===== src/common/exposure_readout_pkg.sv =====
// constants and state types shared by the exposure and readout sequencer
// Behaviour
// - every frame readout opens with frame transfer
// - row overhead first, then one kernel per clock
// - pipelined master makes all timing; slave follows pin
// - pipelined integrates during previous frame readout
// - granularity bit picks lines or scaled cycles
// - line mode changes only during row overhead
// - cycle mode immediate unless synced to overhead
// - exposure timers selectable, readout timers cycles
// - pipelined slave: rise leaves reset, fall samples
// - triggered reads one image per request
// - triggered master: rise starts, timer ends
// - triggered holds array reset during readout
// - triggered slave: fall starts frame transfer
// - window column start is kernel units
// - window width counts kernels, doubled subsampled
// - reverse X and Y flip physical addressing
// - windows read strictly in order, from zero up to the window count
// - one frame transfer, then all counted windows
// - shutter bit selects pipelined or triggered
// - timing bit selects master or slave
// - window count field selects one to four
package exposure_readout_pkg;
    localparam int ROWS_DEF = 1024;
    localparam int KERNELS_DEF = 54;
    localparam int PIX_PER_KERNEL = 24;
    localparam int PIX_PER_EDGE = 12;
    localparam int SUB_COLS = 48;
    localparam int TIMER_W_DEF = 16;
    localparam int MULT_W = 4;
    localparam int PRE_W = 16;
    localparam int ROW_W = 10;
    localparam int KER_W = 6;
    localparam int WIN_W = 2;
    localparam int WIN_MAX = 4;
    localparam int CLK_PERIOD_NS = 8;
    localparam logic RESET_PIXEL_RESET = 1'b1;

    typedef enum logic [4:0] {
        EX_IDLE = 5'b00001,
        EX_ARMED = 5'b00010,
        EX_RESET = 5'b00100,
        EX_INTEG = 5'b01000,
        EX_HOLD = 5'b10000
    } expState_t;

    typedef enum logic [3:0] {
        RD_IDLE = 4'b0001,
        RD_FOT = 4'b0010,
        RD_ROT = 4'b0100,
        RD_KERN = 4'b1000
    } rdState_t;
endpackage


===== src/exposure_readout_sequencer.sv =====
// exposure control and frame readout sequencer
`timescale 1ns/1ps
`default_nettype none
module exposure_readout_sequencer #(
    parameter int ROWS = exposure_readout_pkg::ROWS_DEF,
    parameter int KERNELS = exposure_readout_pkg::KERNELS_DEF,
    parameter int TIMER_W = exposure_readout_pkg::TIMER_W_DEF
) (
    input wire logic clk,
    input wire logic reset_n,
    input wire logic captureEnable,
    input wire logic masterTiming,
    input wire logic triggeredShutter,
    input wire logic subsampleEnable,
    input wire logic cycleGranularity,
    input wire logic syncToRowOverhead,
    input wire logic [exposure_readout_pkg::MULT_W-1:0] cycleMultiplier,
    input wire logic reverseX,
    input wire logic reverseY,
    input wire logic [exposure_readout_pkg::WIN_W-1:0] windowCount,
    input wire logic [TIMER_W-1:0] resetLength,
    input wire logic [TIMER_W-1:0] integrationTime,
    input wire logic [TIMER_W-1:0] rowOverheadCycles,
    input wire logic [TIMER_W-1:0] frameTransferCycles,
    input wire logic [3:0][exposure_readout_pkg::ROW_W-1:0] windowYStart,
    input wire logic [3:0][exposure_readout_pkg::ROW_W-1:0] windowYEnd,
    input wire logic [3:0][exposure_readout_pkg::KER_W-1:0] windowXStart,
    input wire logic [3:0][exposure_readout_pkg::KER_W-1:0] windowXKernels,
    input wire logic integrationPinPrimary,
    output logic pixelReset,
    output logic integrating,
    output logic imageSample,
    output logic frameTransfer,
    output logic rowOverhead,
    output logic readoutBusy,
    output logic kernelValid,
    output logic [exposure_readout_pkg::ROW_W-1:0] rowAddress,
    output logic [exposure_readout_pkg::ROW_W-1:0] outputRow,
    output logic [exposure_readout_pkg::KER_W-1:0] kernelAddress,
    output logic [exposure_readout_pkg::WIN_W-1:0] windowIndex
);
    localparam int RW = exposure_readout_pkg::ROW_W;
    localparam int KW = exposure_readout_pkg::KER_W;
    localparam int WW = exposure_readout_pkg::WIN_W;
    localparam int CW = TIMER_W + 1;
    localparam logic [RW-1:0] ROW_LAST = RW'(ROWS - 1);
    localparam logic [KW-1:0] KER_LAST = KW'(KERNELS - 1);
    localparam logic [CW-1:0] LINE_KERNELS = CW'(KERNELS);

    if (ROWS < 1 || ROWS > (1 << RW) || KERNELS < 1 || KERNELS > (1 << KW)
        || TIMER_W < 2 || TIMER_W > 30) begin : gParamCheck
        $error("unsupported array size or timer width");
    end

    // ****
    // functions
    // ****
    function automatic logic countDone(input logic [CW-1:0] count,
                                       input logic [CW-1:0] limit);
        return (CW'(count + CW'(1)) >= limit);
    endfunction

    function automatic logic [RW-1:0] physRow(input logic [RW-1:0] row,
                                              input logic rev);
        return rev ? RW'(ROW_LAST - row) : row;
    endfunction

    function automatic logic [KW-1:0] physKernel(input logic [KW-1:0] base,
                                                 input logic [KW-1:0] idx,
                                                 input logic sub,
                                                 input logic rev);
        logic [KW-1:0] k;
        k = KW'(base + (sub ? KW'(idx << 1) : idx));
        return rev ? KW'(KER_LAST - k) : k;
    endfunction

    // ****
    // pin synchronisation and shared signals
    // ****
    logic pinRise, pinFall;
    logic timerStart, timerDone;
    logic [TIMER_W-1:0] timerValue;
    logic lineTick, rotWindow, idleRot;
    logic sampleNow;
    logic [CW-1:0] lcnt_q;
    exposure_readout_pkg::expState_t ex_q, ex_d;
    exposure_readout_pkg::rdState_t rd_q;

    pin_edge_sync uPinSync (
        .clk(clk),
        .reset_n(reset_n),
        .pin(integrationPinPrimary),
        .level(),
        .rise(pinRise),
        .fall(pinFall)
    );

    granular_timer #(.W(TIMER_W)) uExpTimer (
        .clk(clk),
        .reset_n(reset_n),
        .start(timerStart),
        .value(timerValue),
        .lineMode(!cycleGranularity),
        .lineTick(lineTick),
        .multiplier(cycleMultiplier),
        .done(timerDone)
    );

    // ****
    // line timing while readout is idle
    // ****
    always_ff @(posedge clk or negedge reset_n) begin
        if (!reset_n) begin
            lcnt_q <= '0;
        end else if (rd_q != exposure_readout_pkg::RD_IDLE) begin
            lcnt_q <= '0;
        end else if (countDone(lcnt_q, CW'(rowOverheadCycles) + LINE_KERNELS)) begin
            lcnt_q <= '0;
        end else begin
            lcnt_q <= CW'(lcnt_q + CW'(1));
        end
    end

    assign idleRot = (rd_q == exposure_readout_pkg::RD_IDLE)
                     && (lcnt_q < CW'(rowOverheadCycles));
    assign rotWindow = (rd_q == exposure_readout_pkg::RD_ROT) || idleRot;

    // ****
    // exposure control
    // ****
    logic evtRaw, gated, applyOk, apply, pend_q;

    always_comb begin
        evtRaw = 1'b0;
        gated = 1'b0;
        unique case (ex_q)
            exposure_readout_pkg::EX_IDLE: evtRaw = captureEnable;
            exposure_readout_pkg::EX_ARMED: begin
                evtRaw = pinRise;
                gated = 1'b1;
            end
            exposure_readout_pkg::EX_RESET: begin
                evtRaw = timerDone;
                gated = 1'b1;
            end
            exposure_readout_pkg::EX_INTEG: begin
                // master ignores the falling edge entirely
                evtRaw = masterTiming ? timerDone : pinFall;
                gated = 1'b1;
            end
            exposure_readout_pkg::EX_HOLD: evtRaw = !readoutBusy;
        endcase
    end

    // integration changes land in row overhead unless cycle mode runs free
    assign applyOk = cycleGranularity ? (!syncToRowOverhead || rotWindow)
                                      : rotWindow;
    assign apply = (evtRaw || pend_q) && (!gated || applyOk);

    always_ff @(posedge clk or negedge reset_n) begin
        if (!reset_n) begin
            pend_q <= 1'b0;
        end else begin
            pend_q <= gated && (evtRaw || pend_q) && !apply;
        end
    end

    always_comb begin
        ex_d = ex_q;
        timerStart = 1'b0;
        timerValue = integrationTime;
        sampleNow = 1'b0;
        if (apply) begin
            unique case (ex_q)
                exposure_readout_pkg::EX_IDLE: begin
                    if (masterTiming && !triggeredShutter) begin
                        ex_d = exposure_readout_pkg::EX_RESET;
                        timerStart = 1'b1;
                        timerValue = resetLength;
                    end else begin
                        ex_d = exposure_readout_pkg::EX_ARMED;
                    end
                end
                exposure_readout_pkg::EX_ARMED: begin
                    ex_d = exposure_readout_pkg::EX_INTEG;
                    timerStart = masterTiming;
                end
                exposure_readout_pkg::EX_RESET: begin
                    ex_d = exposure_readout_pkg::EX_INTEG;
                    timerStart = 1'b1;
                end
                exposure_readout_pkg::EX_INTEG: begin
                    sampleNow = 1'b1;
                    if (triggeredShutter) begin
                        ex_d = exposure_readout_pkg::EX_HOLD;
                    end else if (!captureEnable) begin
                        ex_d = exposure_readout_pkg::EX_IDLE;
                    end else if (masterTiming) begin
                        ex_d = exposure_readout_pkg::EX_RESET;
                        timerStart = 1'b1;
                        timerValue = resetLength;
                    end else begin
                        ex_d = exposure_readout_pkg::EX_ARMED;
                    end
                end
                exposure_readout_pkg::EX_HOLD: begin
                    ex_d = captureEnable ? exposure_readout_pkg::EX_ARMED
                                         : exposure_readout_pkg::EX_IDLE;
                end
            endcase
        end else if (!captureEnable && (ex_q == exposure_readout_pkg::EX_ARMED
                                        || ex_q == exposure_readout_pkg::EX_RESET)) begin
            ex_d = exposure_readout_pkg::EX_IDLE;
        end
    end

    always_ff @(posedge clk or negedge reset_n) begin
        if (!reset_n) begin
            ex_q <= exposure_readout_pkg::EX_IDLE;
            imageSample <= 1'b0;
        end else begin
            ex_q <= ex_d;
            imageSample <= sampleNow;
        end
    end

    assign integrating = (ex_q == exposure_readout_pkg::EX_INTEG);
    assign pixelReset = !integrating;

    // ****
    // readout sequencing
    // ****
    logic [CW-1:0] cnt_q;
    logic [WW-1:0] win_q;
    logic [RW-1:0] row_q;
    logic [KW-1:0] ker_q;
    logic rowEnd;

    assign rowEnd = (rd_q == exposure_readout_pkg::RD_KERN)
                    && (KW'(ker_q + KW'(1)) >= windowXKernels[win_q]);
    assign lineTick = ((rd_q == exposure_readout_pkg::RD_ROT) && (cnt_q == '0))
                      || ((rd_q == exposure_readout_pkg::RD_IDLE) && (lcnt_q == '0));

    always_ff @(posedge clk or negedge reset_n) begin
        if (!reset_n) begin
            rd_q <= exposure_readout_pkg::RD_IDLE;
            cnt_q <= '0;
            win_q <= '0;
            row_q <= '0;
            ker_q <= '0;
            outputRow <= '0;
        end else if (sampleNow) begin
            // a new sample restarts readout whatever its progress
            rd_q <= exposure_readout_pkg::RD_FOT;
            cnt_q <= '0;
            win_q <= '0;
            outputRow <= '0;
        end else begin
            unique case (rd_q)
                exposure_readout_pkg::RD_IDLE: cnt_q <= '0;
                exposure_readout_pkg::RD_FOT: begin
                    cnt_q <= CW'(cnt_q + CW'(1));
                    if (countDone(cnt_q, CW'(frameTransferCycles))) begin
                        rd_q <= exposure_readout_pkg::RD_ROT;
                        cnt_q <= '0;
                        row_q <= windowYStart[0];
                    end
                end
                exposure_readout_pkg::RD_ROT: begin
                    cnt_q <= CW'(cnt_q + CW'(1));
                    if (countDone(cnt_q, CW'(rowOverheadCycles))) begin
                        rd_q <= exposure_readout_pkg::RD_KERN;
                        cnt_q <= '0;
                        ker_q <= '0;
                    end
                end
                exposure_readout_pkg::RD_KERN: begin
                    ker_q <= KW'(ker_q + KW'(1));
                    if (rowEnd) begin
                        outputRow <= RW'(outputRow + RW'(1));
                        rd_q <= exposure_readout_pkg::RD_ROT;
                        if (row_q != windowYEnd[win_q]) begin
                            row_q <= RW'(row_q + RW'(1));
                        end else if (win_q != windowCount) begin
                            win_q <= WW'(win_q + WW'(1));
                            row_q <= windowYStart[WW'(win_q + WW'(1))];
                        end else begin
                            rd_q <= exposure_readout_pkg::RD_IDLE;
                        end
                    end
                end
            endcase
        end
    end

    // ****
    // registered address outputs
    // ****
    always_ff @(posedge clk or negedge reset_n) begin
        if (!reset_n) begin
            rowAddress <= '0;
            kernelAddress <= '0;
            kernelValid <= 1'b0;
            windowIndex <= '0;
        end else begin
            rowAddress <= physRow(row_q, reverseY);
            kernelValid <= (rd_q == exposure_readout_pkg::RD_KERN);
            windowIndex <= win_q;
            if (rd_q == exposure_readout_pkg::RD_KERN) begin
                kernelAddress <= physKernel(windowXStart[win_q], ker_q,
                                            subsampleEnable, reverseX);
            end
        end
    end

    assign frameTransfer = (rd_q == exposure_readout_pkg::RD_FOT);
    assign rowOverhead = (rd_q == exposure_readout_pkg::RD_ROT);
    assign readoutBusy = (rd_q != exposure_readout_pkg::RD_IDLE);
endmodule
`default_nettype wire


===== src/pin_edge_sync.sv =====
// three-stage pin synchroniser with edge pulses
`timescale 1ns/1ps
`default_nettype none
module pin_edge_sync (
    input wire logic clk,
    input wire logic reset_n,
    input wire logic pin,
    output logic level,
    output logic rise,
    output logic fall
);
    logic s1_q, s2_q, s3_q;
    logic level_q, rise_q, fall_q;

    // s1 feeds s2 only; a change counts once s2 and s3 agree
    always_ff @(posedge clk or negedge reset_n) begin
        if (!reset_n) begin
            s1_q <= 1'b0;
            s2_q <= 1'b0;
            s3_q <= 1'b0;
        end else begin
            s1_q <= pin;
            s2_q <= s1_q;
            s3_q <= s2_q;
        end
    end

    always_ff @(posedge clk or negedge reset_n) begin
        if (!reset_n) begin
            level_q <= 1'b0;
            rise_q <= 1'b0;
            fall_q <= 1'b0;
        end else begin
            rise_q <= (s2_q == s3_q) && s3_q && !level_q;
            fall_q <= (s2_q == s3_q) && !s3_q && level_q;
            if (s2_q == s3_q) begin
                level_q <= s3_q;
            end
        end
    end

    assign level = level_q;
    assign rise = rise_q;
    assign fall = fall_q;
endmodule
`default_nettype wire


===== src/granular_timer.sv =====
// exposure timer counting lines or scaled clock cycles
`timescale 1ns/1ps
`default_nettype none
module granular_timer #(
    parameter int W = exposure_readout_pkg::TIMER_W_DEF
) (
    input wire logic clk,
    input wire logic reset_n,
    input wire logic start,
    input wire logic [W-1:0] value,
    input wire logic lineMode,
    input wire logic lineTick,
    input wire logic [exposure_readout_pkg::MULT_W-1:0] multiplier,
    output logic done
);
    localparam int PW = exposure_readout_pkg::PRE_W;
    logic [W-1:0] cnt_q;
    logic [PW-1:0] pre_q;
    logic active_q, done_q;
    logic [PW-1:0] preLimit;
    logic tick;

    // cycle mode: one count every 2**multiplier cycles
    assign preLimit = PW'((PW'(1) << multiplier) - PW'(1));
    assign tick = lineMode ? lineTick : (pre_q == preLimit);

    always_ff @(posedge clk or negedge reset_n) begin
        if (!reset_n) begin
            cnt_q <= '0;
            pre_q <= '0;
            active_q <= 1'b0;
            done_q <= 1'b0;
        end else if (start) begin
            cnt_q <= value;
            pre_q <= '0;
            active_q <= (value != '0);
            done_q <= (value == '0);
        end else if (active_q) begin
            if (tick) begin
                pre_q <= '0;
                cnt_q <= cnt_q - W'(1);
                if (cnt_q == W'(1)) begin
                    active_q <= 1'b0;
                    done_q <= 1'b1;
                end
            end else begin
                pre_q <= pre_q + PW'(1);
            end
        end
    end

    assign done = done_q;
endmodule
`default_nettype wire


===== config.mk =====
export PLATFORM = sky130hd
export DESIGN_NAME = exposure_readout_sequencer
export DESIGN_NICKNAME = d
export VERILOG_FILES = /design/src/common/exposure_readout_pkg.sv /design/src/exposure_readout_sequencer.sv /design/src/pin_edge_sync.sv /design/src/granular_timer.sv
export SDC_FILE = /design/constraint.sdc
export NUM_CORES = 1
export LEC_CHECK = 0
export ABC_AREA = 1
export BUFFER_PORTS_ARGS = -buffer_cell sky130_fd_sc_hd__buf_2
export CORE_ASPECT_RATIO = 0.9
export CORE_MARGIN = 2
export CORE_UTILIZATION = 60
export CTS_BUF_LIST = sky130_fd_sc_hd__clkbuf_4 sky130_fd_sc_hd__clkbuf_8
export DETAILED_ROUTE_END_ITERATION = 6
export PLACE_DENSITY = 0.86
export SETUP_SLACK_MARGIN = 0.02
export SLEW_MARGIN = 10
export SYNTH_ARGS = -nofsm -noshare
export SYNTH_HDL_FRONTEND = slang
export SYNTH_SLANG_ARGS = --single-unit

===== constraint.sdc =====
create_clock -name clk -period 8.9 [get_ports clk]
set_input_delay 0.445 -clock clk [delete_from_list [all_inputs] [get_ports clk]]
set_output_delay 0.445 -clock clk [all_outputs]
set_load 0.02 [all_outputs]

Yosys cells after proc, flatten, opt, wreduce, memory -nomap -nowiden --
Index checks and enable logic that the tools add are counted.
Storage, ports and cells: output and inout bits 35, latch bits 0, bits in read-only memories 0, input port bits 209, register bits 132, memories kept 0, RAM bits 0
Operators by class: add/subtract/negate cells 13, multiply operators 0, bitwise gates (word level) 1, div/mod/pow operators 0, order comparisons 7, reductions and logical operators 52, shift-type cells 1, mux-type cells 80, equal/unequal tests 23
Operator list (count):
- $mux 16 | 11
- $mux 10 | 10
- $mux 17 | 5
- $pmux 17 s3 | 1
- $bmux 10 s2 | 2
- $add 17x1->17 const B | 2
- $ge 17x16->1 | 2
- $logic_not 17->1 | 2
- $pmux 16 s2 | 1
- $mux 6 | 5
- $bmux 6 s2 | 2
- $add 10x1->10 const B | 2
- $pmux 10 s2 | 1
- $pmux 5 s4 | 1
- $mux 1 | 19
- $reduce_bool 2->1 | 9
- $add 16x6->17 const B | 1
- $ge 17x17->1 | 1
- $lt 17x16->1 | 1
- $add 16x1->16 const B | 1
- $eq 16x1->1 const B | 1
- $eq 16x16->1 | 1
- $logic_not 16->1 | 1
- $mux 4 | 4
- 46 further kinds | 91

Depth between registers and ports, before layout --
Gate-level depths: netlist of run 1.
depth after elaboration 10, depth in mapped cells 24

Cells and area by module --
From an unflattened synthesis of run 1, not the netlist that was laid out.
Second synthesis, totals: cells, all modules 1776, area, all modules 12210.5 sq um
By module, submodules not included:
- exposure_readout_sequencer | seq. area each 2304.7 sq um, cells an instance 1362, area each 9276.4 sq um, instances 1
- granular_timer | seq. area each 850.8 sq um, cells an instance 396, area each 2721.4 sq um, instances 1
- pin_edge_sync | seq. area each 150.1 sq um, cells an instance 18, area each 212.7 sq um, instances 1

Least setup slack after synthesis of run 1 --
Ideal clock, no wire load.
path type reg-to-reg, from register win_q[0], to register kernelAddress[5] (netlist name), required time 8817 ps, stages on the path, launching flop included 17, buffers on the path 4, setup time 83 ps, period minus slack after synthesis 3222 ps, arrival time 3139 ps, setup slack 5678 ps, cells stage by stage dfrtp_1 inv_1 clkbuf_1 buf_2 buf_1 clkbuf_1 o21ai_0 o22ai_1 ha_1 inv_1 fa_1 xnor2_1 ha_1 o21ai_0 nand2_1 xor2_1 o21ai_0
Between the ends: word-level cells in the longest chain between the ends 5
RTL lines:
- start, declared | RTL line exposure_readout_sequencer.sv:234 | logic [WW-1:0] win_q;
- start signal, assigned | RTL line exposure_readout_sequencer.sv:285 | win_q <= WW'(win_q + WW'(1));
- $bmux 6 s2 (*) | RTL line exposure_readout_sequencer.sv:310 | kernelAddress <= physKernel(windowXStart[win_q], ker_q,
- $mux 6 (not written as such) (*) | RTL line exposure_readout_sequencer.sv:310
- $add 6x6->6 (*) | RTL line exposure_readout_sequencer.sv:73 | k = KW'(base + (sub ? KW'(idx << 1) : idx));
- $sub 6x6->6 | RTL line exposure_readout_sequencer.sv:74 | return rev ? KW'(KER_LAST - k) : k;
- $mux 6 (*) | RTL line exposure_readout_sequencer.sv:74
- end signal, assigned | RTL line exposure_readout_sequencer.sv:310
- end, declared | RTL line exposure_readout_sequencer.sv:39 | output logic [exposure_readout_pkg::KER_W-1:0] kernelAddress,
Mark *: on every way between the ends. The rest lies on a longest branch, timed or not. The select of a mux whose other input is x is not followed. A chain may end at the register's enable or synchronous reset.

Final worst setup path of run 1 --
from register win_q[1], to register row_q[7]
Between the ends: word-level cells in the longest chain between the ends 7
RTL lines:
- branches (longest 7 deep; another with $ge 6x6->1)
- end signal, assigned | RTL line exposure_readout_sequencer.sv:266 | row_q <= windowYStart[0];
- end signal, assigned | RTL line exposure_readout_sequencer.sv:283 | row_q <= RW'(row_q + RW'(1));
- end signal, assigned | RTL line exposure_readout_sequencer.sv:286 | row_q <= windowYStart[WW'(win_q + WW'(1))];
- end, declared | RTL line exposure_readout_sequencer.sv:235 | logic [RW-1:0] row_q;
Parallel ways; which one is timed is not known. The select of a mux whose other input is x is not followed.

==> summary.txt, run 1 <==
Run status
  • Status: finished, final reports clean

Placed design
  • Placed Cells: between 2000 and 2500
  • Placed Area: 13600 µm²
  • Port Buf Inserts: 243
  • Routability Congestion: 0.975
  • Detailed Place HPWL: between 20000 and 30000 µm

Clocking
  • CTS tree: built
  • Clock Sink Count: 132
  • # Post-CTS Setup Buffers: 0
  • CTS root buf: clkbuf_8
  • Resized Gates After CTS: 0
  • Cts bufs inserted: 17
  • Max clock buf depth: 2
  • Worst skew pair latency: 0.46 ns
  • H-tree levels: 4
  • Clk slew on worst S/H paths: 0.09 ns

Final layout
  • Number of nets in the layout: about 2400
  • Post-route cell area: 14000 µm²
  • Layout Cells excl Fill: 2329
  • Commonest cells after routing, fill and taps aside: nand2_1 (474), inv_1 (243), buf_2 (242)
  • Layout cell share with drive strength beyond 1: 16.9%
  • Filler cells: about 1700
  • Final design utilization: 69.8%
  • Most common cell after layout, fill and taps aside: nand2_1
  • P&R area growth vs syn: 13.6%

STA
  • Worst-Margin Slew: 1.11 ns
  • Fin. max-slew vios: 0
  • RSZ-0062 raised after global routing: false
  • Hold Vio Cnt, Final: 0
  • Rel. slew slack: 25.9%
  • Setup TNS: 0 ns
  • Setup Skew: 0.0243 ns
  • Final period utilization: 48.7%
  • Fmax: 231 MHz
  • Number of setup violations in the final report: 0
  • Minimum clock period after layout: 4.33 ns

Yosys
  • Net count after synthesis: 2157
  • Yosys warnings: 0
  • Cell count after synthesis: approximately 1900
  • FF+latch count, synth: 132
  • Mapped Area: 12300 µm²
  • Avg Inst Size Synth: between 6 and 7 µm²
  • Register area share after synthesis: 26.8%
  • Post-synth ARST share: 100%
  • Post-synth EDFFs: 0
  • Synth cell types: 61
  • Top FF cell, synth: dfrtp_1

Detailed routing
  • DRT Wirelength: about 35000 µm
  • Via/cell ratio: 5.66
  • Avg WL per Cell: 15.2 µm
  • Pre-antenna DRT Iters: 5
  • DRC errors left: 0
  • Final antenna-violating net count: 0
  • Vias: 13200
  • DR iter-0 viols: 1046

Floorplan
  • Die area: 21700 µm²
  • Height of the die: roughly 140 µm
  • Initial Util: between 60% and 70%
  • Core area: 20100 µm²
  • Io pins: ~240
  • # rows: 49
  • Die width: 155 µm

Global routing
  • First-pass GRT wire length: 58300 µm
  • Grt total ovfl: 0
  • Antenna violations before repair: 1
  • Largest net degree at the start of global routing: 87
  • Overall Global Routing Usage: 32.6%
  • Vias in the first global route: 12300

Hold path
  • WHS Endpoint: uPinSync.s1_q
  • Hold path start: integrationPinPrimary
  • Hold Path Class: in2reg
  • Hold Path Depth: 1

Worst setup path
  • Reg2reg start: win_q[1]
  • Reg2reg end: row_q[7]
  • Crit Path Max Fanout: 39
  • Arr. time, crit path: 4.67 ns
  • R2R depth: 13
  • Worst Path Required: between 9 and 10 ns
  • Worst setup SP type: flop
  • Worst R2R Setup Slack: 4.57 ns
  • WS Path Type: reg2reg
  • Crit end category: flop
  • Worst setup startpoint: win_q[1]

Power and ir drop
  • P_leak: between 7 and 8 nW
  • Worst vdd ir: between 0.00015 and 0.0002 V
  • Power consumption: 2.79 mW
  • Cell Pwr Density: 199 nW/µm²

Run
  • Max-cap viol count: 0
-- cell families after synthesis --
| logic type | share of synthesized area [%] |
|---|---|
| flops | 26.8 |
| mux | 0.0811 |
| buf+inv | 10.5 |
| compound gates | 12.2 |
| xor+xnor | 6.60 |
| simple gates | 34.5 |
| fa+ha+maj | 9.39 |
-- state kept, by name (all words and copies together) (netlist names), 2 cells and up --
name	cells
uExpTimer.cnt_q	16
lcnt_q	17
rd_q	4
outputRow	10
rowAddress	10
row_q	10
kernelAddress	6
cnt_q	17
uExpTimer.pre_q	16
windowIndex	2
ker_q	6
win_q	2
ex_q	5
-- cells in the mapped netlist, types with 24 or more instances --
library cell  count  area, µm²
nand4_1          47        294
a21oi_1          68        340
nand3_1         183        916
dfrtp_1         130       3250
nor2_1          145        544
nor3_1           33        165
nand2_1         474       1780
o21ai_1          24        120
clkbuf_1         31        116
ha_1             91       1140
xor2_1           82        718
inv_1           243        912
o21ai_0         100        500
-- metal layers --
metal | GRT usage (%) | part of all wire [%] | up-vias
met1 | 44.1 | 43 | 6068
met2 | 53.8 | 47 | 548
met5 | 0 | 0 | -
met4 | 9.95 | 2.7 | 0
met3 | 5.72 | 7.5 | 74
li1 | - | - | 6494
-- final cells by class --
cell class	instances	area, µm²	share of cell area [%]
sequential	132	3310	23.6
antenna	1	2.50	0.0178
multi-input combinational	1400	7740	55.2
inverter	260	983	7.01
tap	255	319	2.27
clock inverter	13	148	1.05
timing repair buffer	249	1270	9.05
clock buffer	19	255	1.82
-- metrics by stage --
| step | hold WS [ns] | setup WS (ns) |
|---|---|---|
| after floorplan | 0.149 | 5.68 |
| after global placement | 0.332 | 4.77 |
| after detailed placement | 0.335 | 4.65 |
| after CTS | 0.116 | 4.66 |
| after global routing | 0.102 | 4.16 |
| final | 0.134 | 4.57 |
-- how the worst max path moves through the flow --
| stage | to | cells after the start | slack [ns] |
|---|---|---|---|
| floorplan | kernelAddress[5] | 16 | 5.68 |
| finish | row_q[7] | 13 | 4.57 |
| detailed placement | row_q[7] | 13 | 4.65 |
| global placement | row_q[0] | 13 | 4.77 |
| global route | row_q[2] | 13 | 4.16 |
| CTS | row_q[7] | 13 | 4.66 |
-- power breakdown --
group          switching, mW  internal, mW  leakage (nW)
combinational          0.922         0.468          5.76
clock                  0.262         0.263         0.198
sequential             0.148         0.730          1.66
total                   1.33          1.46          7.61
-- critical path, cell delays in order (launching register included) --
cell       delay, ns
dfrtp_1         0.66
inv_1           0.95
a21oi_1         0.15
a32o_1          0.27
ha_1            0.29
nand2_1         0.07
inv_1           0.08
o211ai_1        0.10
o2111ai_1       0.10
nand2_1         0.24
a21oi_1         0.66
nand2_1         0.41
nand2_1         0.14
nand2_1         0.06
-- repair_timing --
| action | CTS | global route |
|---|---|---|
| hold buffers | 1 | 0 |
| endpoints found under the setup margin | 0 | 0 |
| endpoints found under the hold margin | 46 | 0 |
Power figures use the tool's default switching activity.
==> run 2: changes to the inputs <==
Settings changed: CORE_UTILIZATION 60 to 58, PLACE_DENSITY 0.86 to 0.83.
Clock period 8.9 ns to 4.3 ns, I/O delays scaled along.
==> summary.txt, run 2 (synthesis results as in run 1) <==
Detailed routing
  • Via/cell ratio: 5.50 (was 5.66)
  • Final antenna-violating net count: 0 (unchanged)
  • DR iter-0 viols: 1098 (was 1046)
  • Pre-antenna DRT Iters: 7 (was 5)
  • DRT Wirelength: 35200 µm (was 35400 µm)
  • Vias: 13000 (was 13200)
  • DRC errors left: 4 (was 0)
  • Avg WL per Cell: 14.9 µm (was 15.2 µm)

Placed design
  • Port Buf Inserts: 243 (unchanged)
  • Pre-CTS WS: 0.514 ns (was 4.65 ns)
  • Detailed Place HPWL: 27400 µm (was 27800 µm)
  • Placed Cells: 2333 (was 2295)
  • Routability Congestion: 0.946 (was 0.975)

STA
  • Worst-Margin Slew: 0.951 ns (was 1.11 ns)
  • Post-route worst setup slack: 0.437 ns (was 4.57 ns)
  • Final period utilization: 89.8% (was 48.7%)
  • RSZ-0062 raised after global routing: false (unchanged)
  • Fmax: 259 MHz (was 231 MHz)
  • Minimum clock period after layout: 3.86 ns (was 4.33 ns)
  • Setup Skew: 0.0177 ns (was 0.0243 ns)
  • Hold Vio Cnt, Final: 0 (unchanged)
  • Rel. slew slack: 36.6% (was 25.9%)
  • Setup TNS: 0 ns (unchanged)
  • Number of setup violations in the final report: 0 (unchanged)
  • Fin. max-slew vios: 0 (unchanged)

Worst setup path
  • WS Path Type: reg2reg (unchanged)
  • Worst Path Required: 4.61 ns (was 9.23 ns)
  • Arr. time, crit path: 4.17 ns (was 4.67 ns)
  • Worst setup SP type: flop (unchanged)
  • Crit end category: flop (unchanged)
  • Reg2reg start: cnt_q[0] (was win_q[1])
  • R2R depth: 19 (was 13)
  • Worst setup startpoint: cnt_q[0] (was win_q[1])
  • Crit Path Max Fanout: 16 (was 39)

Clocking
  • # Post-CTS Setup Buffers: 0 (unchanged)
  • Resized Gates After CTS: 0 (unchanged)
  • Clock Sink Count: 132 (unchanged)
  • Cts bufs inserted: 17 (unchanged)
  • Max clock buf depth: 2 (unchanged)
  • CTS root buf: clkbuf_8 (unchanged)
  • H-tree levels: 4 (unchanged)
  • Clk slew on worst S/H paths: 0.08 ns (was 0.09 ns)
  • Worst skew pair latency: 0.45 ns (was 0.46 ns)
  • CTS tree: built (unchanged)

Final layout
  • Most common cell after layout, fill and taps aside: nand2_1 (unchanged)
  • Layout cell share with drive strength beyond 1: 17.2% (was 16.9%)
  • Commonest cells after routing, fill and taps aside: nand2_1 (474), inv_1 (243), buf_2 (242) (unchanged)
  • P&R area growth vs syn: 14.9% (was 13.6%)
  • Layout Cells excl Fill: 2369 (was 2329)
  • Number of nets in the layout: 2369 (was 2361)
  • Filler cells: 1864 (was 1714)
  • Biggest regs: cnt_q x17, lcnt_q x17 (unchanged)

Global routing
  • Overall Global Routing Usage: 31.3% (was 32.6%)
  • Largest net degree at the start of global routing: 98 (was 87)
  • Vias in the first global route: 11900 (was 12300)
  • Antenna violations before repair: 2 (was 1)
  • First-pass GRT wire length: 57000 µm (was 58300 µm)
  • Grt total ovfl: 0 (unchanged)

Floorplan
  • Height of the die: 142 µm (was 140 µm)
  • Die width: 158 µm (was 155 µm)
  • Die area: 22500 µm² (was 21700 µm²)
  • Core area: 20800 µm² (was 20100 µm²)
  • Initial Util: 59.3% (was 61.4%)
  • Io pins: 244 (unchanged)
  • # rows: 50 (was 49)

Power and ir drop
  • Sw Ratio: 46.4% (was 47.7%)
  • Worst vdd ir: 0.000247 V (was 0.000151 V)
  • Comb power frac: 49.3% (was 49.8%)
  • P_leak: 7.67 nW (was 7.61 nW)
  • Sequential share of power: 30.5% (was 31.4%)
  • Int Pwr: 3.15 mW (was 1.46 mW)
  • Clock share of power: 20.2% (was 18.8%)
  • Cell Pwr Density: 415 nW/µm² (was 199 nW/µm²)
  • Switch Pwr: 2.73 mW (was 1.33 mW)

Run
  • Max-cap viol count: 0 (unchanged)

Run status
  • Failing checks: DRC
  • Status: finished, violations left (was finished, final reports clean)

Hold path
  • Hold Path Depth: 3 (was 1)
  • Hold path start: captureEnable (was integrationPinPrimary)
  • Hold Path Class: in2reg (unchanged)
run 2: cell count changes in the layout (fill, tap and decap cells not counted), sizes merged:
cell / previous run / this run
clkbuf: 19 / 20
buf: 248 / 255
dlygate4sd3: 1 / 2
diode: 1 / 2
inv: 263 / 260
bufinv: 2 / 4
run 2: path summary, 6_finish.rpt:
path	slack [ns]	endpoint
hold reg to reg	0.39	uPinSync.s2_q
setup reg to reg	0.44	cnt_q[7]
hold / removal	0.1	pend_q
max in group asynchronous	2.78	ex_q[0]
setup / recovery	0.44	cnt_q[7]
min in group asynchronous	0.40	lcnt_q[9]
run 2: critical path, stage by stage (launching register included):
cell and delay (ns):
dfrtp_1 0.41, inv_1 0.10, nor3_1 0.27, nand3_1 0.17, nor3_1 0.28, nand3_1 0.17, nor2_1 0.24, xor2_1 0.17
inv_1 0.10, ha_1 0.28, nand2_1 0.06, nor2_1 0.13, nand2_1 0.08, o41ai_1 0.41, nor2_1 0.12, nand2_1 0.09
buf_4 0.18, nand2_2 0.25, nand3_1 0.15, o21ai_0 0.08
run 2: through the flow:
step                hold slack, ns  cell area [µm²]  util, %  total power, mW
CTS                         0.0797            14200     68.1             5.86
detailed placement           0.339            13700     65.8             4.66
floorplan                  -0.0806            12300        -             3.91
global placement             0.339            13700     65.8             4.59
global route                 0.105            14200     68.1             6.34
finish                      0.0993            14200     68.1             5.88
run 2: what timing repair did:
item / in CTS / in global routing
setup endpoints to repair: 0 / 0
hold endpoints to repair: 96 / 0
hold buffers: 2 / 0
run 2: final cells by class:
type	instances	area [µm²]	share of cell area, %
multi-input combinational	1400	7740	54.6
sequential	132	3310	23.3
timing repair buffer	257	1350	9.48
inverter	260	983	6.93
tap	286	358	2.52
clock buffer	20	263	1.85
clock inverter	12	179	1.26
antenna	2	5.00	0.0353
run 2: per-layer routing:
metal  vias to the layer above  wire length, µm  GRT usage [%]
met4                         0              745           8.71
met3                        67             2780           4.99
met5                         -                0              0
met1                      5912            14700           42.2
met2                       549            17000           52.0
li1                       6505                -              -
run 2: power groups by stage:
| stage | Combinational (mW) | Sequential [mW] | Clock, mW |
|---|---|---|---|
| final | 2.90 | 1.79 | 1.19 |
| after global routing | 3.25 | 1.83 | 1.26 |
| after CTS | 2.87 | 1.79 | 1.20 |
| after detailed placement | 2.86 | 1.80 | 0 |
| after global placement | 2.79 | 1.80 | 0 |
| after floorplan | 2.10 | 1.82 | 0 |
==> run 3: changes to the inputs <==
Settings changed: CORE_MARGIN 2 to 1.5, REMOVE_ABC_BUFFERS from default to 1.
==> summary.txt, run 3 (synthesis results as in run 1) <==
Worst setup path
  • R2R depth: 17 (was 19)
  • Worst setup SP type: flop (unchanged)
  • Worst Path Required: 4.64 ns (was 4.61 ns)
  • CP dominant cell by count: nand2_1
  • Reg2reg end: row_q[5] (was cnt_q[7])
  • Buffers and inverters on the worst path: 2 (was 3)
  • Reg2reg start: cnt_q[0] (unchanged)
  • Crit Path Max Fanout: 12 (was 16)
  • WS Path Type: reg2reg (unchanged)
  • CP peak stage delay: 0.49 ns (was 0.41 ns)
  • Crit-path cells: inv_1 -> nor3_1 -> nand3_1 -> nor3_1 -> nand3_1 -> nor2_1 -> nand3_1 -> xor2_1 -> ha_1 -> nand2_1 -> o41ai_1 -> nor2_1 -> nand2_1 -> buf_4 -> nand2_1 -> nand2_1 -> nand2_1 (was inv_1 -> nor3_1 -> nand3_1 -> nor3_1 -> nand3_1 -> nor2_1 -> xor2_1 -> inv_1 -> ha_1 -> nand2_1 -> nor2_1 -> nand2_1 -> o41ai_1 -> nor2_1 -> nand2_1 -> buf_4 -> nand2_2 -> nand3_1 -> o21ai_0)
  • Arr. time, crit path: 4.22 ns (was 4.17 ns)
  • Crit end category: flop (unchanged)
  • Top delay family on crit path: simple AND/OR/NAND/NOR gates (unchanged)
  • Worst R2R Setup Slack: 0.42 ns (was 0.44 ns)
  • Worst path slowest cell: o41ai_1 (was dfrtp_1)

STA
  • Worst-Margin Slew: 0.970 ns (was 0.951 ns)
  • Setup TNS: 0 ns (unchanged)
  • Post-route worst setup slack: 0.418 ns (was 0.437 ns)
  • Number of setup violations in the final report: 0 (unchanged)
  • Minimum clock period after layout: 3.88 ns (was 3.86 ns)
  • Final period utilization: 90.3% (was 89.8%)
  • Rel. slew slack: 35.3% (was 36.6%)
  • Hold Vio Cnt, Final: 0 (unchanged)
  • Setup Skew: 0.0209 ns (was 0.0177 ns)
  • Hold Slack: 0.0937 ns (was 0.0993 ns)
  • Fmax: 258 MHz (was 259 MHz)
  • RSZ-0062 raised after global routing: false (unchanged)
  • Fin. max-slew vios: 0 (unchanged)

Final layout
  • Number of nets in the layout: 2371 (was 2369)
  • Post-route cell area: 14200 µm² (unchanged)
  • Layout cell share with drive strength beyond 1: 17.2% (about the same)
  • P&R area growth vs syn: 14.9% (unchanged)
  • Commonest cells after routing, fill and taps aside: nand2_1 (474), inv_1 (243), buf_2 (242) (unchanged)
  • Final design utilization: 68.1% (unchanged)
  • Biggest regs: cnt_q x17, lcnt_q x17 (unchanged)
  • Most common cell after layout, fill and taps aside: nand2_1 (unchanged)
  • Layout Cells excl Fill: 2370 (was 2369)

Detailed routing
  • Max Used Layer: met4 (unchanged)
  • Final antenna-violating net count: 0 (unchanged)
  • DRT Wirelength: 35700 µm (was 35200 µm)
  • Met1 WL: 15200 µm (was 14700 µm)
  • Met3 WL: 2280 µm (was 2780 µm)
  • Vias: 13100 (was 13000)
  • DRC errors left: 0 (was 4)
  • WL met2: 16900 µm (was 17000 µm)
  • Avg WL per Cell: 15.1 µm (was 14.9 µm)
  • Via/cell ratio: 5.55 (was 5.50)
  • DR iter-0 viols: 998 (was 1098)
  • Pre-antenna DRT Iters: 7 (unchanged)

Floorplan
  • Die width: 157 µm (was 158 µm)
  • Io pins: 244 (unchanged)
  • Height of the die: 141 µm (was 142 µm)
  • # rows: 50 (unchanged)
  • Die area: 22200 µm² (was 22500 µm²)
  • Initial Util: 59.3% (unchanged)
  • Core area: 20800 µm² (unchanged)

Placed design
  • Placed Area: 13700 µm² (about the same)
  • Routability Congestion: 0.969 (was 0.946)
  • Pre-CTS WS: 0.526 ns (was 0.514 ns)
  • Placed Cells: 2335 (was 2333)
  • Port Buf Inserts: 243 (unchanged)
  • Detailed Place HPWL: 27400 µm (about the same)

Global routing
  • Largest net degree at the start of global routing: 100 (was 98)
  • Vias in the first global route: 12200 (was 11900)
  • First-pass GRT wire length: 57900 µm (was 57000 µm)
  • Overall Global Routing Usage: 32.7% (was 31.3%)
  • Grt total ovfl: 0 (unchanged)
  • Antenna violations before repair: 1 (was 2)

Power and ir drop
  • Switch Pwr: 2.76 mW (was 2.73 mW)
  • Clock share of power: 20.3% (was 20.2%)
  • Power consumption: 5.91 mW (was 5.88 mW)
  • P_leak: 7.68 nW (was 7.67 nW)
  • Int Pwr: 3.15 mW (about the same)
  • Sw Ratio: 46.6% (was 46.4%)
  • Comb power frac: 49.1% (was 49.3%)
  • Sequential share of power: 30.6% (was 30.5%)
  • Worst vdd ir: 0.000271 V (was 0.000247 V)
  • Cell Pwr Density: 417 nW/µm² (was 415 nW/µm²)

Hold path
  • Hold path start: captureEnable (unchanged)
  • Hold Path Depth: 3 (unchanged)
  • Hold Path Class: in2reg (unchanged)
  • WHS Endpoint: pend_q (unchanged)

Clocking
  • Resized Gates After CTS: 0 (unchanged)
  • # Post-CTS Setup Buffers: 0 (unchanged)
  • Worst skew pair latency: 0.47 ns (was 0.45 ns)
  • Max clock buf depth: 2 (unchanged)
  • Clock Sink Count: 132 (unchanged)
  • Cts bufs inserted: 17 (unchanged)
  • CTS root buf: clkbuf_8 (unchanged)
  • Clk slew on worst S/H paths: 0.07 ns (was 0.08 ns)
  • CTS tree: built (unchanged)
  • H-tree levels: 4 (unchanged)

Run
  • Max-cap viol count: 0 (unchanged)

Run status
  • Status: finished, final reports clean (was finished, violations left)
==> run 3: power groups by stage <==
stage | clock [mW] | sequential [mW] | combinational [mW]
after floorplan | 0 | 1.86 | 1.92
after global placement | 0 | 1.81 | 2.77
after detailed placement | 0 | 1.81 | 2.86
after CTS | 1.21 | 1.80 | 2.87
after global routing | 1.26 | 1.84 | 3.25
final | 1.20 | 1.81 | 2.90
==> run 3: worst min-delay path: stages <==
cell,delay [ns]
buf_2,0.11
nand2_2,0.09
a31oi_1,0.09
==> run 3: worst max-delay path by stage <==
stage | cells after the start | from | end | slack, ns
6_report | 17 | cnt_q[0] | row_q[5] | 0.42
3_3_place_gp | 17 | cnt_q[0] | row_q[2] | 0.70
4_1_cts | 17 | cnt_q[0] | row_q[8] | 0.50
5_1_grt | 19 | cnt_q[0] | row_q[3] | 0.19
3_5_place_dp | 19 | cnt_q[0] | row_q[5] | 0.53
2_1_floorplan | 11 | win_q[0] | row_q[0] | 0.39
==> run 3: metal layers <==
metal | GRT usage (%) | vias to the layer above
met3 | 4.98 | 96
met1 | 42.5 | 5959
li1 | - | 6511
met5 | 0 | -
met4 | 12.7 | 0
met2 | 54.8 | 576
==> run 3: final cells by class <==
type,count,area [µm²]
Multi-Input combinational cell,1400,7740
Clock buffer,20,263
Inverter,260,983
Antenna cell,1,2.50
Clock inverter,12,179
Fill cell,1854,6650
Sequential cell,132,3310
Timing Repair Buffer,259,1350
Tap cell,286,358
==> run 3: timing repair <==
item,CTS,global route
setup endpoints to repair,0,0
endpoints found under the hold margin,97,0
hold buffers,2,0
